$ cat config.mk
export PLATFORM = sky130hd
export DESIGN_NAME = sar_slave_top
export DESIGN_NICKNAME = d
export VERILOG_FILES = /design/src/core/sar_pkg.sv /design/src/core/sar_line_if.sv /design/src/core/sar_line_sampler.sv /design/src/core/sar_slave_top.sv
export SDC_FILE = /design/constraint.sdc
export NUM_CORES = 1
export LEC_CHECK = 0
export BUFFER_PORTS_ARGS = -buffer_cell sky130_fd_sc_hd__buf_2
export CAP_MARGIN = 40
export CORE_MARGIN = 5
export CORE_UTILIZATION = 45
export DETAILED_ROUTE_END_ITERATION = 12
export PLACE_DENSITY = 0.64
export SYNTH_ARGS = -nofsm -noshare
export SYNTH_HDL_FRONTEND = slang
export SYNTH_HIERARCHICAL = 1
export SYNTH_SLANG_ARGS = --single-unit
$ cat constraint.sdc
create_clock -name core_clk -period 3.45 [get_ports core_clk]
set_input_delay 0.1725 -clock core_clk [delete_from_list [all_inputs] [get_ports core_clk]]
set_output_delay 0.1725 -clock core_clk [all_outputs]
set_load 0.05 [all_outputs]
$ cat src/core/sar_pkg.sv
// Constants shared by the alert-responding two-wire slave
package sar_pkg;

    // ==================================================================
    // Address pin states and fixed addresses
    localparam logic [1:0] PIN_LOW    = 2'h0;
    localparam logic [1:0] PIN_HIGH   = 2'h1;
    localparam logic [1:0] PIN_OPEN   = 2'h2;
    localparam int         PIN_RADIX  = 3;
    localparam logic [1:0] ADDR_TOP   = 2'h2;    // Upper address bits 10
    localparam logic [6:0] MASS_ADDR  = 7'h5F;   // Broadcast write address
    localparam logic [6:0] ARA_ADDR   = 7'h0C;   // Alert response address

    // Pin code index (hi*9 + mid*3 + lo) to low five address bits
    localparam logic [4:0] ADDR_LUT [0:26] = '{
        5'h04, 5'h07, 5'h06, 5'h18, 5'h05, 5'h01, 5'h00, 5'h03, 5'h02,
        5'h14, 5'h17, 5'h16, 5'h1A, 5'h15, 5'h11, 5'h10, 5'h13, 5'h12,
        5'h0C, 5'h0F, 5'h0E, 5'h19, 5'h0D, 5'h09, 5'h08, 5'h0B, 5'h0A
    };

    // ==================================================================
    // Byte framing
    localparam logic [3:0] BITS_PER_BYTE = 4'h8;
    localparam logic [1:0] BYTE_ADDR     = 2'h0;
    localparam logic [1:0] BYTE_CMD      = 2'h1;
    localparam logic [1:0] BYTE_DAT1     = 2'h2;
    localparam logic [1:0] BYTE_DAT2     = 2'h3;
    localparam int         PTR_W         = 3;
    localparam int         FLAG_W        = 8;

endpackage

$ cat src/core/sar_line_if.sv
// Bus line events passed from the pin sampler to the slave engine
`timescale 1ns/10ps
interface sar_line_if;
    logic sclRise;
    logic sclFall;
    logic startCond;
    logic stopCond;
    logic sdaLvl;

    modport src (output sclRise, sclFall, startCond, stopCond, sdaLvl);
    modport dst (input  sclRise, sclFall, startCond, stopCond, sdaLvl);
endinterface

$ cat src/core/sar_line_sampler.sv
// Synchroniser and edge, START and STOP detector for the bus lines
`timescale 1ns/10ps
module sar_line_sampler (
    input  wire logic core_clk,
    input  wire logic srst,
    input  wire logic sclPin,
    input  wire logic sdaPin,
    sar_line_if.src   ln
);
    logic [1:0] sclSync_ff;
    logic [1:0] sdaSync_ff;
    logic       sclPrev_ff;
    logic       sdaPrev_ff;

    // ==================================================================
    // Two-stage synchronisers, idle high
    always_ff @(posedge core_clk) begin
        if (srst) begin
            sclSync_ff <= 2'h3;
            sdaSync_ff <= 2'h3;
        end else begin
            sclSync_ff <= {sclSync_ff[0], sclPin};
            sdaSync_ff <= {sdaSync_ff[0], sdaPin};
        end
    end

    // Previous settled levels for edge finding
    always_ff @(posedge core_clk) begin
        if (srst) begin
            sclPrev_ff <= 1'b1;
            sdaPrev_ff <= 1'b1;
        end else begin
            sclPrev_ff <= sclSync_ff[1];
            sdaPrev_ff <= sdaSync_ff[1];
        end
    end

    // Events: data edges while clock stays high are START or STOP
    assign ln.sclRise   = sclSync_ff[1] & ~sclPrev_ff;
    assign ln.sclFall   = ~sclSync_ff[1] & sclPrev_ff;
    assign ln.startCond = sclSync_ff[1] & sclPrev_ff
                          & ~sdaSync_ff[1] & sdaPrev_ff;
    assign ln.stopCond  = sclSync_ff[1] & sclPrev_ff
                          & sdaSync_ff[1] & ~sdaPrev_ff;
    assign ln.sdaLvl    = sdaSync_ff[1];
endmodule

$ cat src/core/sar_slave_top.sv
// Two-wire register slave with pin address decode and alert response
// Summary of operation
// The slave address is binary 10 followed by five pin-decoded bits.
// Writes to 1011111 are taken too, unless mass write is disabled.
// The three address pins map to one of 27 addresses by a fixed table.
// After the command byte only its low three bits load the pointer.
// A second written data byte is acknowledged but changes nothing.
// The master ends every transfer with STOP, which ends the transfer.
// A read is address-write, command, repeated START, address-read.
// After our own read address the pointed register is sent, MSB first.
// When the master acknowledges a register read byte, the same byte is resent.
// Alert is pulled low when an enabled fault flag becomes set.
// While alerting, a read to 0001100 returns our address then releases.
// Being addressed in an ordinary transfer also releases the alert.
// Alert returns only for another flag or a flag set again later.
// Alerts follow the set edge of a flag, never its standing level.
// The master not-acknowledges the alert response byte before STOP.
`timescale 1ns/10ps
module sar_slave_top (
    input  wire logic        core_clk,
    input  wire logic        srst,
    input  wire logic        sclPin,
    input  wire logic        sdaPin,
    output logic             sdaOut,
    output logic             sdaOe,
    output logic             alertOut,
    output logic             alertOe,
    input  wire logic [1:0]  addrPinSelLo,
    input  wire logic [1:0]  addrPinSelMid,
    input  wire logic [1:0]  addrPinSelHi,
    input  wire logic        massWrEn,
    input  wire logic [7:0]  faultFlags,
    input  wire logic [7:0]  alertEnable,
    input  wire logic [7:0]  regRdData,
    output logic [2:0]       regPtr,
    output logic             regWrEn,
    output logic [7:0]       regWrData
);
    typedef enum {ST_IDLE, ST_RX, ST_ACK, ST_TX, ST_MACK} sar_state_e;

    sar_line_if  ln ();
    sar_state_e  state_ff;
    logic [3:0]  bitCnt_ff;
    logic [7:0]  shReg_ff, txByte_ff;
    logic [1:0]  byteNo_ff;
    logic        txMode_ff, araMode_ff, mAck_ff;
    logic        sdaOe_ff, alertOe_ff, lowLvl_ff;
    logic [2:0]  regPtr_ff;
    logic        regWrEn_ff;
    logic [7:0]  regWrData_ff, flagPrev_ff;
    logic [5:0]  pinMeta_ff, pinSync_ff;
    logic [4:0]  ownAddr_ff;
    logic [1:0]  pinCode [3];
    logic [4:0]  lutIdx;
    logic        byteDone, isAddrByte, ownHit, massHit, araHit;
    logic        ackGo, araRel, rdMsb;
    logic [2:0]  cmdBits;
    logic [7:0]  araWord, txSrc, newFault;

    sar_line_sampler u_sampler (
        .core_clk (core_clk),
        .srst     (srst),
        .sclPin   (sclPin),
        .sdaPin   (sdaPin),
        .ln       (ln.src)
    );

    // ==================================================================
    // Address pins: synchronise, clamp illegal code to open, look up
    always_ff @(posedge core_clk) begin
        if (srst) begin
            pinMeta_ff <= 6'h00;
            pinSync_ff <= 6'h00;
        end else begin
            pinMeta_ff <= {addrPinSelHi, addrPinSelMid, addrPinSelLo};
            pinSync_ff <= pinMeta_ff;
        end
    end

    genvar gi;
    generate
        for (gi = 0; gi < 3; gi++) begin : g_pin
            assign pinCode[gi] = (pinSync_ff[2*gi+1 -: 2] > sar_pkg::PIN_OPEN)
                                 ? sar_pkg::PIN_OPEN
                                 : pinSync_ff[2*gi+1 -: 2];
        end
    endgenerate

    assign lutIdx = 5'(pinCode[2] * sar_pkg::PIN_RADIX * sar_pkg::PIN_RADIX
                       + pinCode[1] * sar_pkg::PIN_RADIX + pinCode[0]);

    // Own address follows the decoded pins
    always_ff @(posedge core_clk) begin
        if (srst) begin
            ownAddr_ff <= 5'h00;
        end else begin
            ownAddr_ff <= sar_pkg::ADDR_LUT[lutIdx];
        end
    end

    // ==================================================================
    // Byte decode
    assign byteDone   = (state_ff == ST_RX) && ln.sclFall
                        && (bitCnt_ff == sar_pkg::BITS_PER_BYTE);
    assign isAddrByte = byteDone && (byteNo_ff == sar_pkg::BYTE_ADDR);
    assign ownHit     = isAddrByte
                        && shReg_ff[7:1] == {sar_pkg::ADDR_TOP, ownAddr_ff};
    assign massHit    = isAddrByte && massWrEn && !shReg_ff[0]
                        && shReg_ff[7:1] == sar_pkg::MASS_ADDR;
    assign araHit     = isAddrByte && alertOe_ff && shReg_ff[0]
                        && shReg_ff[7:1] == sar_pkg::ARA_ADDR;
    assign ackGo      = ownHit || massHit || araHit
                        || (byteDone && !isAddrByte);
    assign araRel     = (state_ff == ST_MACK) && ln.sclFall && araMode_ff;
    assign araWord    = {sar_pkg::ADDR_TOP, ownAddr_ff, 1'b0};
    assign txSrc      = araMode_ff ? araWord : regRdData;
    assign rdMsb      = regRdData[7];
    assign cmdBits    = shReg_ff[2:0];

    // ==================================================================
    // Transfer engine: receive, acknowledge, transmit
    always_ff @(posedge core_clk) begin
        if (srst) begin
            state_ff     <= ST_IDLE;
            bitCnt_ff    <= 4'h0;
            shReg_ff     <= 8'h00;
            txByte_ff    <= 8'h00;
            byteNo_ff    <= sar_pkg::BYTE_ADDR;
            txMode_ff    <= 1'b0;
            araMode_ff   <= 1'b0;
            mAck_ff      <= 1'b0;
            sdaOe_ff     <= 1'b0;
            regPtr_ff    <= 3'h0;
            regWrEn_ff   <= 1'b0;
            regWrData_ff <= 8'h00;
        end else begin
            regWrEn_ff <= 1'b0;
            if (ln.stopCond) begin
                state_ff <= ST_IDLE;
                sdaOe_ff <= 1'b0;
            end else if (ln.startCond) begin
                state_ff   <= ST_RX;
                bitCnt_ff  <= 4'h0;
                byteNo_ff  <= sar_pkg::BYTE_ADDR;
                txMode_ff  <= 1'b0;
                araMode_ff <= 1'b0;
                sdaOe_ff   <= 1'b0;
            end else begin
                unique case (state_ff)
                    ST_IDLE: sdaOe_ff <= 1'b0;
                    ST_RX: begin
                        if (ln.sclRise) begin
                            shReg_ff  <= {shReg_ff[6:0], ln.sdaLvl};
                            bitCnt_ff <= bitCnt_ff + 4'h1;
                        end else if (byteDone && ackGo) begin
                            sdaOe_ff   <= 1'b1;
                            state_ff   <= ST_ACK;
                            txMode_ff  <= isAddrByte && shReg_ff[0];
                            araMode_ff <= araHit;
                            if (byteNo_ff != sar_pkg::BYTE_DAT2) begin
                                byteNo_ff <= byteNo_ff + 2'h1;
                            end
                            if (byteNo_ff == sar_pkg::BYTE_CMD) begin
                                regPtr_ff <= cmdBits;
                            end
                            if (byteNo_ff == sar_pkg::BYTE_DAT1) begin
                                regWrEn_ff   <= 1'b1;
                                regWrData_ff <= shReg_ff;
                            end
                        end else if (byteDone) begin
                            state_ff <= ST_IDLE;
                        end
                    end
                    ST_ACK: begin
                        if (ln.sclFall && txMode_ff) begin
                            sdaOe_ff  <= ~txSrc[7];
                            txByte_ff <= {txSrc[6:0], 1'b0};
                            bitCnt_ff <= 4'h1;
                            state_ff  <= ST_TX;
                        end else if (ln.sclFall) begin
                            sdaOe_ff  <= 1'b0;
                            bitCnt_ff <= 4'h0;
                            state_ff  <= ST_RX;
                        end
                    end
                    ST_TX: begin
                        if (ln.sclFall
                            && bitCnt_ff == sar_pkg::BITS_PER_BYTE) begin
                            sdaOe_ff <= 1'b0;
                            state_ff <= ST_MACK;
                        end else if (ln.sclFall) begin
                            sdaOe_ff  <= ~txByte_ff[7];
                            txByte_ff <= {txByte_ff[6:0], 1'b0};
                            bitCnt_ff <= bitCnt_ff + 4'h1;
                        end
                    end
                    ST_MACK: begin
                        if (ln.sclRise) begin
                            mAck_ff <= ~ln.sdaLvl;
                        end else if (ln.sclFall && mAck_ff
                                     && !araMode_ff) begin
                            sdaOe_ff  <= ~txSrc[7];
                            txByte_ff <= {txSrc[6:0], 1'b0};
                            bitCnt_ff <= 4'h1;
                            state_ff  <= ST_TX;
                        end else if (ln.sclFall) begin
                            state_ff <= ST_IDLE;
                        end
                    end
                endcase
            end
        end
    end

    // ==================================================================
    // Alert: set edge of enabled flags, released by response or address
    assign newFault = faultFlags & ~flagPrev_ff & alertEnable;
    // Flag history and alert pin; a new edge wins over a release
    always_ff @(posedge core_clk) begin
        if (srst) begin
            flagPrev_ff <= 8'h00;
            alertOe_ff  <= 1'b0;
            lowLvl_ff   <= 1'b0;
        end else begin
            flagPrev_ff <= faultFlags;
            if (|newFault) begin
                alertOe_ff <= 1'b1;
            end else if (ownHit || araRel) begin
                alertOe_ff <= 1'b0;
            end
        end
    end

    assign sdaOut    = lowLvl_ff;
    assign sdaOe     = sdaOe_ff;
    assign alertOut  = lowLvl_ff;
    assign alertOe   = alertOe_ff;
    assign regPtr    = regPtr_ff;
    assign regWrEn   = regWrEn_ff;
    assign regWrData = regWrData_ff;
endmodule
==> results of run 1 <==
==> layer usage <==
layer,routed length (µm),part of all wire
met1,3823,0.45
met2,3989,0.47
met3,526,0.062
met4,146,0.017
met5,0,0
==> synthesized netlist by cell type (2+ instances only) <==
cell and instances:
a21oi_1 26, nand3_1 14, and4b_1 3, nand3b_1 2, a211oi_1 6, clkbuf_1 17, or3_1 3, or2_1 6
nor4b_1 2, o22ai_1 6, xor2_1 2, or2_2 2, a211o_1 5, fa_1 4, buf_4 3, nand2_1 44
inv_1 29, a32oi_1 2, o211ai_1 7, nor2b_1 25, dfxtp_1 72, o221ai_1 2, ha_1 20, nor4_1 6
nand4_1 3, buf_6 2, a21o_1 2, o31ai_1 2, o21ai_0 15, mux2i_1 27, o21a_1 5, nand2b_1 4
nor2_1 38, xnor2_1 8, nor3_1 7
==> critical path, cell delays in order (launching register included) <==
cell,delay (ps)
dfxtp_1,310
or2_2,310
ha_1,280
inv_1,50
fa_1,550
inv_1,50
ha_1,300
nor2b_1,130
o21a_2,220
o21a_4,220
nor2_4,110
mux4_2,510
a211oi_2,210
==> cells by family after synthesis <==
group | Yosys count
AO/OA/AOI/OAI | 90
XOR/XNOR | 10
adder cells (fa/ha/maj) | 24
buffers and inverters | 53
flip-flops | 72
multiplexers | 28
other | 1
AND/OR/NAND/NOR | 167
==> stage by stage <==
stage                     hold slack, ps  instance area (µm²)
after CTS                          6.025                 4382
after global routing               14.63                 4410
after global placement             359.2                 4185
after floorplan                    269.6                 3864
final                              29.84                 4410
after detailed placement           356.8                 4185
==> report_power, final <==
part	leakage (nW)	total (W)	internal, W	switching, W
Clock	0.0904	0.000608	0.000267	0.000342
Sequential	0.588	0.000881	0.000860	0.0000216
Combinational	1.16	0.000292	0.000127	0.000165
Total	1.84	0.00178	0.00125	0.000528
==> sequential cells by signal, indices dropped and copies added, names as in the netlist, 2 cells and up <==
| signal | flops |
|---|---|
| bitCnt_ff | 4 |
| byteNo_ff | 2 |
| flagPrev_ff | 8 |
| ownAddr_ff | 5 |
| pinMeta_ff | 6 |
| pinSync_ff | 6 |
| regPtr | 3 |
| regWrData | 8 |
| shReg_ff | 8 |
| state_ff | 3 |
| txByte_ff | 7 |
| u_sampler/sclSync_ff | 2 |
| u_sampler/sdaSync_ff | 2 |
==> worst max-delay path by stage <==
| stage | from | end | slack, ps | cells after the start |
|---|---|---|---|---|
| 3_3_place_gp | pinSync_ff[4] | ownAddr_ff[0] | 140 | 12 |
| 6_report | pinSync_ff[4] | ownAddr_ff[0] | 130 | 12 |
| 5_1_grt | pinSync_ff[5] | ownAddr_ff[0] | -20 | 12 |
| 4_1_cts | pinSync_ff[4] | ownAddr_ff[0] | 1 | 12 |
| 2_1_floorplan | pinSync_ff[4] | ownAddr_ff[0] | 40 | 12 |
| 3_5_place_dp | pinSync_ff[4] | ownAddr_ff[0] | 5 | 12 |
==> what timing repair did <==
action	4_1_cts	5_1_grt
setup endpoints to repair	0	1
endpoints found under the hold margin	2	0
gates resized for setup	0	8
hold buffers	2	0
==> layout by cell type, fill, tap and decap left out, drive strengths merged, types with 3 or more instances in the layout <==
cell type,n
fa,4
and4b,3
nand2,45
clkbuf,9
o22ai,6
o21ai,15
or2,8
nor3,7
inv,32
o21a,5
nand3,14
nor2,38
dfxtp,72
a21oi,26
buf,57
a211oi,8
mux2i,27
xnor2,8
a211o,5
nand2b,4
or3,3
ha,20
o211ai,7
clkinv,3
nor2b,25
nor4,6
nand4,3
==> cell type report <==
type / count / area share
tap: 105 / 0.02979
clock buffer: 9 / 0.02809
sequential: 72 / 0.3268
clock inverter: 7 / 0.01191
multi-input combinational: 321 / 0.5044
inverter: 29 / 0.02468
timing repair buffer: 59 / 0.07433
==> results by group, run 1 <==
Synth
  – Sequential fraction of the synthesis area: 0.3734
  – Yosys reg bits: 72
  – Post-synthesis compound-gate area fraction: 0.1588
  – Simple-gate share of the synthesized area: 0.2240
  – Top cells by area, synth: dfxtp_1 (37%), mux2i_1 (7.0%), ha_1 (6.5%)
  – Post-synth ARST share: 0
  – Synth Area per Inst: about 8.7 µm²
  – Synthesized instance count: 445
  – Post-synth EDFFs: 0
  – Yosys top cell area share: 0.3734
  – Top FF cell, synth: dfxtp_1
  – Netlist cell types: 59
  – Cell accounting for the most synthesized area: dfxtp_1
  – Synth Warn #: 6
  – Synth Area in XOR/XNOR: 0.02269
  – Adder-cell area share of the yosys netlist: 0.08558
  – Largest family of logic cells by synthesized area: simple AND/OR/NAND/NOR gates
  – Synthesized area: 0.003860 mm²
  – Multiplexer share of the synthesized area: 0.07585

Detailed routing
  – Detailed Route WL: 8485 µm
  – Vias/cell: 5.369
  – Drt wl/cell: approximately 14 µm
  – DR vias: 3232
  – Initial DRC count: 122
  – # DRC: 0
  – Antenna Nets Post-Route: 0
  – First-pass DRT Iterations: 4

Pwr
  – PwrDens: 403.9 mW/mm²
  – Design Power: 0.001782 W
  – Peak supply drop: 255.0 µV
  – LEAKAGE: 1.839 nW

STA
  – Final TNS setup: 0 ps
  – Peak Freq: 0.3012 GHz
  – Clock Skew: 10.09 ps
  – Setup WS post-layout: 129.5 ps
  – Post-layout min period: 3320 ps
  – Least-Margin Pin Slew: 704.9 ps
  – Final Max Tran Viols: 0
  – Final Hold Fails: 0
  – Final setup viols: 0
  – Worst slew margin: 0.5239
  – Final period utilization: 0.9625

Worst hold path
  – Hold Crit Start: addrPinSelHi[1]
  – Min-Delay Endpoint: pinMeta_ff[5]
  – Hold Path Class: in2reg
  – Hold depth: 2

Worst setup path
  – Reg-to-reg critical path endpoint: ownAddr_ff[0]
  – Worst path required time: between 3000 and 4000 ps
  – CP Capture Type: flop
  – CP arrival: between 3000 and 4000 ps
  – Flop-to-flop setup slack: approximately 130 ps
  – Register-to-Register Path Depth: 12
  – R2R Path Start: pinSync_ff[4]
  – Worst-path maximum fanout: 5
  – Worst Setup Start Kind: flop
  – CP Class: reg2reg

Final layout
  – Fin util: 0.5314
  – Synthesis-to-finish area growth: 14.26%
  – Final Non-Filler Cells: 602
  – Layout cells sized above 1: 0.1811
  – # nets final: 551
  – Multi-input logic area: 0.002225 mm²
  – Register area: 0.001441 mm²
  – # diodes: 0
  – # fillers: 814

CTS
  – H-tree levels: 3
  – Buffer levels on the longest clock path: 2
  – Worst-path clk slew: 80 ps
  – TritonCTS Sinks: 72
  – Clock latency on the worst-skew pair: 350 ps
  – CTS Buf Count: 9
  – CTS tree: done
  – Post-CTS setup buffers: 0
  – Root buffer cell: clkbuf_8

Floorplanning
  – Die W: 102.6 µm
  – # IOs: 51
  – Die Y: 102.6 µm
  – # rows: 33
  – Core area: 0.008299 mm²
  – Total Die Area: 0.01053 mm²
  – Starting density of the core: 0.4651

Placement
  – Placed Cells: a little under 600
  – HPWL Detailed: 6293 µm
  – PortBufs: 48
  – Routability Congestion: 0.9019
  – Placement Setup Slack: 4.803 ps

Run status
  – Status: completed

GRT
  – GR Util met1: 0.2170
  – Initial antenna violation count: 0
  – Total global-route track usage: 0.1734
  – Grt met2 use: 0.2790
  – First-pass GRT wire length: 14520 µm
  – Total global routing overflow: 0
  – Largest net degree at the start of global routing: 53
  – Met3 GRT Util: 0.05616
  – Busiest grt layer: met2
  – Via count of the first global-routing pass: 3178

Run
  – Max Cap Violations: 0
Note: power is estimated with default switching activity, not from simulation.
==> run 2, diff against run 1 <==
CORE_UTILIZATION = 52   (was 45)
PLACE_DENSITY = 0.73   (was 0.64)
==> results by group, run 2 (same netlist as run 1, synthesis figures left out) <==
Worst setup path
  – Worst-path maximum fanout: 4 (-1)
  – Crit-path cells: or2_2 -> ha_1 -> inv_1 -> fa_1 -> inv_1 -> ha_1 -> nor2b_1 -> o21a_1 -> nor3_1 -> nor2_2 -> buf_4 -> buf_4 -> a211oi_1 -> o31a_1
  – R2R Path Start: pinSync_ff[5]
  – Register-to-Register Path Depth: 14 (+2)
  – CP Class: reg2reg
  – Worst Setup Start Kind: flop
  – Reg-to-reg critical path endpoint: ownAddr_ff[4]
  – Largest stage delay, worst path: 530 ps (-20 ps)
  – CP arrival: 3680 ps (+80 ps)
  – Worst path required time: 3740 ps (about the same)
  – Slowest stage cell, crit path: fa_1
  – Flop-to-flop setup slack: 60 ps (-70 ps)
  – CP Capture Type: flop

Detailed routing
  – DR vias: 3271 (+1.2%)
  – Initial DRC count: 176 (+44%)
  – First-pass DRT Iterations: 4 (unchanged)
  – Detailed Route WL: 8641 µm (+1.8%)
  – Drt wl/cell: 14.47 µm (+2.7%)
  – Vias/cell: 5.479 (+2.1%)
  – # DRC: 0 (unchanged)
  – Antenna Nets Post-Route: 0 (unchanged)

GRT
  – Total global routing overflow: 0 (unchanged)
  – First-pass GRT wire length: 14360 µm (-1.1%)
  – Total global-route track usage: 0.1979 (+0.02453)
  – Largest net degree at the start of global routing: 31 (-42%)
  – Initial antenna violation count: 1 (+1)
  – Via count of the first global-routing pass: 3238 (+1.9%)

Floorplanning
  – Die Y: 96.16 µm (-6.3%)
  – Core area: 0.007253 mm² (-13%)
  – Total Die Area: 0.009246 mm² (-12%)
  – # IOs: 51 (unchanged)
  – Die W: 96.16 µm (-6.3%)
  – Starting density of the core: 0.5322 (+0.06707)
  – # rows: 31 (-6.1%)

Placement
  – PortBufs: 48 (unchanged)
  – Routability Congestion: 0.9385 (+4.1%)
  – HPWL Detailed: 6352 µm (+0.94%)
  – Placed cell area: 0.004178 mm² (-0.18%)

STA
  – Worst slew margin: 0.5219 (-0.001954)
  – Final Max Tran Viols: 0 (unchanged)
  – Final TNS setup: 0 ps (unchanged)
  – RSZ-0062 raised after global routing: true
  – Final setup viols: 0 (unchanged)
  – Final period utilization: 0.9815 (+0.01900)
  – Clock Skew: 7.507 ps (-2.583 ps)
  – Post-layout min period: 3386 ps (+65.55 ps)
  – Final Hold Fails: 0 (unchanged)
  – Least-Margin Pin Slew: 707.8 ps (+2.894 ps)
  – Peak Freq: 0.2953 GHz (-1.9%)

CTS
  – Worst-path clk slew: 80 ps (about the same)
  – Buffer levels on the longest clock path: 2 (unchanged)
  – Clock latency on the worst-skew pair: 350 ps (about the same)
  – H-tree levels: 3 (unchanged)
  – TritonCTS Sinks: 72 (unchanged)
  – CTS Buf Count: 9 (unchanged)
  – Root buffer cell: clkbuf_8
  – CTS tree: done

Final layout
  – Commonest non-fill, non-tap cells in the layout: dfxtp_1 (72), buf_2 (48), nand2_1 (44), nor2_1 (37), inv_1 (29)
  – Synthesis-to-finish area growth: 14.88%
  – Fin util: 0.6114 (+0.07992)
  – Layout cells sized above 1: 0.1807 (-0.0003636)
  – Most common cell after layout, fill and taps aside: dfxtp_1
  – # nets final: 552 (+0.18%)
  – Final Instance Area: 0.004434 mm² (+0.54%)
  – # diodes: 0 (unchanged)

Pwr
  – PwrDens: 420.8 mW/mm² (+4.2%)
  – LEAKAGE: 1.858 nW (+1.0%)
  – Peak supply drop: 328.3 µV (+29%)

Worst hold path
  – Min-Delay Endpoint: pinMeta_ff[1]
  – Hold Path Class: in2reg
  – Hold depth: 2 (unchanged)
  – Hold Crit Start: addrPinSelLo[1]

Run
  – Max Cap Violations: 0 (unchanged)

Run status
  – Status: completed
run 2: per-stage QoR:
stage | setup slack (ps) | cells | total power, W | hold WS [ps]
finish | 63.99 | 597 | 0.001866 | 32.60
floorplan | 43.93 | 446 | 0.001095 | 269.6
CTS | 2.103 | 596 | 0.001872 | 25.38
detailed placement | 18.17 | 578 | 0.001179 | 355.9
global route | -91.02 | 597 | 0.001954 | 44.40
global placement | 151.2 | 578 | 0.001168 | 356.7
run 2: power breakdown:
group,internal (W),switching (W)
combinational,0.000125,0.000168
clock,0.000350,0.000344
sequential,0.000859,0.0000189
run 2: timing repair:
| action | CTS | global route |
|---|---|---|
| hold buffers | 2 | 0 |
| endpoints found under the hold margin | 2 | 0 |
| buffers inserted | 0 | 1 |
| gates resized for setup | 0 | 5 |
| setup endpoints to repair | 0 | 3 |
run 2: metal layers:
metal  global-route usage  part of all wire  up-vias
met2               0.3456              0.49      105
li1                     -                 -     1638
met5                    0            0.0015        -
met1               0.2252              0.43     1503
met3              0.05708             0.062       23
met4              0.07938             0.020        2
run 2: critical path: cells and delay by family (launching register included):
| family | cells | cell delay (ps) |
|---|---|---|
| simple gates | 4 | 850 |
| flops | 1 | 330 |
| buf+inv | 4 | 390 |
| fa+ha+maj | 3 | 1110 |
| compound gates | 3 | 640 |
run 2: how the worst max path moves through the flow:
stage                       start             to  slack (ps)  depth (start not counted)
detailed placement  pinSync_ff[5]  ownAddr_ff[0]          20                         12
CTS                 pinSync_ff[5]  ownAddr_ff[0]           2                         12
finish              pinSync_ff[5]  ownAddr_ff[4]          60                         14
global placement    pinSync_ff[4]  ownAddr_ff[0]         150                         12
floorplan           pinSync_ff[4]  ownAddr_ff[0]          40                         12
global route        pinSync_ff[5]  ownAddr_ff[0]         -90                         12
run 2: final cells by class:
| class | instances | area [µm²] |
|---|---|---|
| flip-flops and latches | 72 | 1441 |
| repair buffers | 60 | 335.3 |
| well taps | 99 | 123.9 |
| clock buffers | 9 | 123.9 |
| inverters | 29 | 108.9 |
| fillers | 671 | 2819 |
| clock inverters | 7 | 86.33 |
| multi-input cells | 321 | 2215 |
==> run 3, diff against run 2 <==
CELL_PAD_IN_SITES_DETAIL_PLACEMENT = 0   (was default)
CELL_PAD_IN_SITES_GLOBAL_PLACEMENT = 2   (was default)
CORE_UTILIZATION = 33   (was 52)
CTS_BUF_LIST = sky130_fd_sc_hd__clkbuf_8   (was default)
PLACE_DENSITY = 0.76   (was 0.73)
clock period = 2.75 ns   (was 3.45 ns; I/O delays follow)
==> results by group, run 3 (same netlist as run 1, synthesis figures left out) <==
STA
  – RSZ-0062 raised after global routing: true
  – Setup WS post-layout: -312.8 ps (-376.8 ps)
  – Clock Skew: 8.720 ps (+1.213 ps)
  – Peak Freq: 0.3265 GHz (+11%)
  – Final Hold Fails: 0 (unchanged)
  – Post-layout min period: 3063 ps (-323.2 ps)
  – Final setup viols: 5 (+5)
  – Final period utilization: 1.114 (+0.1323)
  – Worst slew margin: 0.5944 (+0.07252)
  – Least-Margin Pin Slew: 607.0 ps (-100.8 ps)
  – Final Max Tran Viols: 0 (unchanged)

Final layout
  – Synthesis-to-finish area growth: 29.21%
  – Layout cells sized above 1: 0.2694 (+0.08865)
  – # fillers: 1173 (+75%)
  – Multi-input logic area: 0.002340 mm² (+5.6%)
  – Final Non-Filler Cells: 685 (+15%)
  – # nets final: 597 (+8.2%)
  – Most common cell after layout, fill and taps aside: dfxtp_1
  – # diodes: 0 (unchanged)
  – Register area: 0.001445 mm² (+0.26%)
  – Commonest non-fill, non-tap cells in the layout: dfxtp_1 (69), buf_2 (48), buf_4 (46), nand2_1 (43), nor2_1 (37)

CTS
  – Worst-path clk slew: 80 ps (about the same)
  – Root buffer cell: clkbuf_8
  – Buffer levels on the longest clock path: 2 (unchanged)
  – TritonCTS Sinks: 72 (unchanged)
  – Clock latency on the worst-skew pair: 350 ps (about the same)
  – CTS tree: done
  – H-tree levels: 3 (unchanged)
  – CTS Buf Count: 9 (unchanged)

GRT
  – Total global routing overflow: 0 (unchanged)
  – Met3 GRT Util: 0.02674 (-0.03033)
  – Busiest grt layer: met2
  – Initial antenna violation count: 0 (-1)
  – Via count of the first global-routing pass: 3322 (+2.6%)
  – Grt met2 use: 0.2278 (-0.1178)
  – GR Util met1: 0.1806 (-0.04459)
  – Largest net degree at the start of global routing: 47 (+52%)
  – Total global-route track usage: 0.1387 (-0.05923)
  – First-pass GRT wire length: 16080 µm (+12%)

Pwr
  – LEAKAGE: 2.073 nW (+12%)
  – Peak supply drop: 234.5 µV (-29%)
  – PwrDens: 504.0 mW/mm² (+20%)
  – Design Power: 0.002513 W (+35%)

Floorplanning
  – Die Y: 118.2 µm (+23%)
  – Die W: 118.2 µm (+23%)
  – Core area: 0.01142 mm² (+57%)
  – Starting density of the core: 0.3380 (-0.1941)
  – Total Die Area: 0.01396 mm² (+51%)
  – # IOs: 51 (unchanged)
  – # rows: 39 (+26%)

Detailed routing
  – Detailed Route WL: 9506 µm (+10%)
  – DR vias: 3348 (+2.4%)
  – Initial DRC count: 139 (-21%)
  – Drt wl/cell: 13.88 µm (-4.1%)
  – # DRC: 0 (unchanged)
  – Vias/cell: 4.888 (-11%)
  – Antenna Nets Post-Route: 0 (unchanged)
  – First-pass DRT Iterations: 4 (unchanged)

Run status
  – Failing checks: negative setup slack
  – Status: complete, but fails checks

Worst setup path
  – Worst-path maximum fanout: 3 (-1)
  – Crit-path cells: or2_4 -> ha_4 -> inv_2 -> fa_1 -> inv_2 -> ha_4 -> nor2b_4 -> o21a_1 -> o21a_1 -> nor2_4 -> mux4_2 -> a211oi_2
  – Worst path required time: 3020 ps (-720 ps)
  – Worst Setup Start Kind: flop
  – CP Class: reg2reg
  – CP Capture Type: flop
  – CP arrival: 3340 ps (-340 ps)
  – Largest stage delay, worst path: 510 ps (-20 ps)
  – Slowest stage cell, crit path: mux4_2

Placement
  – Placed Cells: 658 (+14%)
  – PortBufs: 48 (unchanged)
  – Routability Congestion: 0.8498 (-9.5%)
  – Placement Setup Slack: -332.1 ps (-350.3 ps)
  – HPWL Detailed: 7058 µm (+11%)

Run
  – Max Cap Violations: 0 (unchanged)

Worst hold path
  – Hold Path Class: in2reg
[run 3: path summary, 6_finish.rpt]
kind | start | to | slack [ps] | cells past startpoint
worst max-delay path | pinSync_ff[4] | ownAddr_ff[0] | -310 | 12
worst min-delay path | faultFlags[5] | flagPrev_ff[5] | 10 | 2
worst max register to register | pinSync_ff[4] | ownAddr_ff[0] | -310 | 12
worst min register to register | u_sampler/sdaSync_ff[0] | u_sampler/sdaSync_ff[1] | 410 | 1
[run 3: layout make-up]
| cell class | count | area share |
|---|---|---|
| multi-input cells | 321 | 0.4691 |
| flip-flops and latches | 72 | 0.2898 |
| repair buffers | 105 | 0.1397 |
| well taps | 143 | 0.03588 |
| clock buffers | 9 | 0.02484 |
| inverters | 29 | 0.02183 |
| clock inverters | 6 | 0.01882 |
[run 3: timing repair]
| action | in CTS | in global routing |
|---|---|---|
| hold buffers | 10 | 0 |
| setup endpoints to repair | 5 | 5 |
| gates resized for setup | 10 | 5 |
| endpoints found under the hold margin | 10 | 0 |
| buffers inserted | 2 | 0 |
| cloned | 0 | 0 |
| pin swaps | 10 | 4 |
[run 3: metal layers]
layer,wire [µm],part of all wire
met1,4519,0.48
met2,4515,0.47
met3,314,0.033
met4,158,0.017
met5,0,0
[run 3: critical path: cells and delay by family (launching register included)]
family                   cells  cell delay (ps)
flip-flops                   1              320
adder cells (fa/ha/maj)      3              970
multiplexers                 1              510
buffers and inverters        2               80
AO/OA/AOI/OAI                3              620
AND/OR/NAND/NOR              3              490
[run 3: metrics by stage]
stage	utilization	cell area, µm²	hold slack, ps	setup TNS (ps)
2_1_floorplan	-	3928	234.6	-533.9
3_3_place_gp	0.4000	4567	319.5	-1038
3_5_place_dp	0.4000	4567	316.9	-1198
4_1_cts	0.4341	4957	1.170	-1063
5_1_grt	0.4368	4987	20.45	-1576
6_report	0.4368	4987	14.50	-1044
[run 3: power breakdown]
part / switching [W] / internal, W
clock: 0.000413 / 0.000512
combinational: 0.000242 / 0.000239
sequential: 0.0000287 / 0.00108
total: 0.000684 / 0.00183
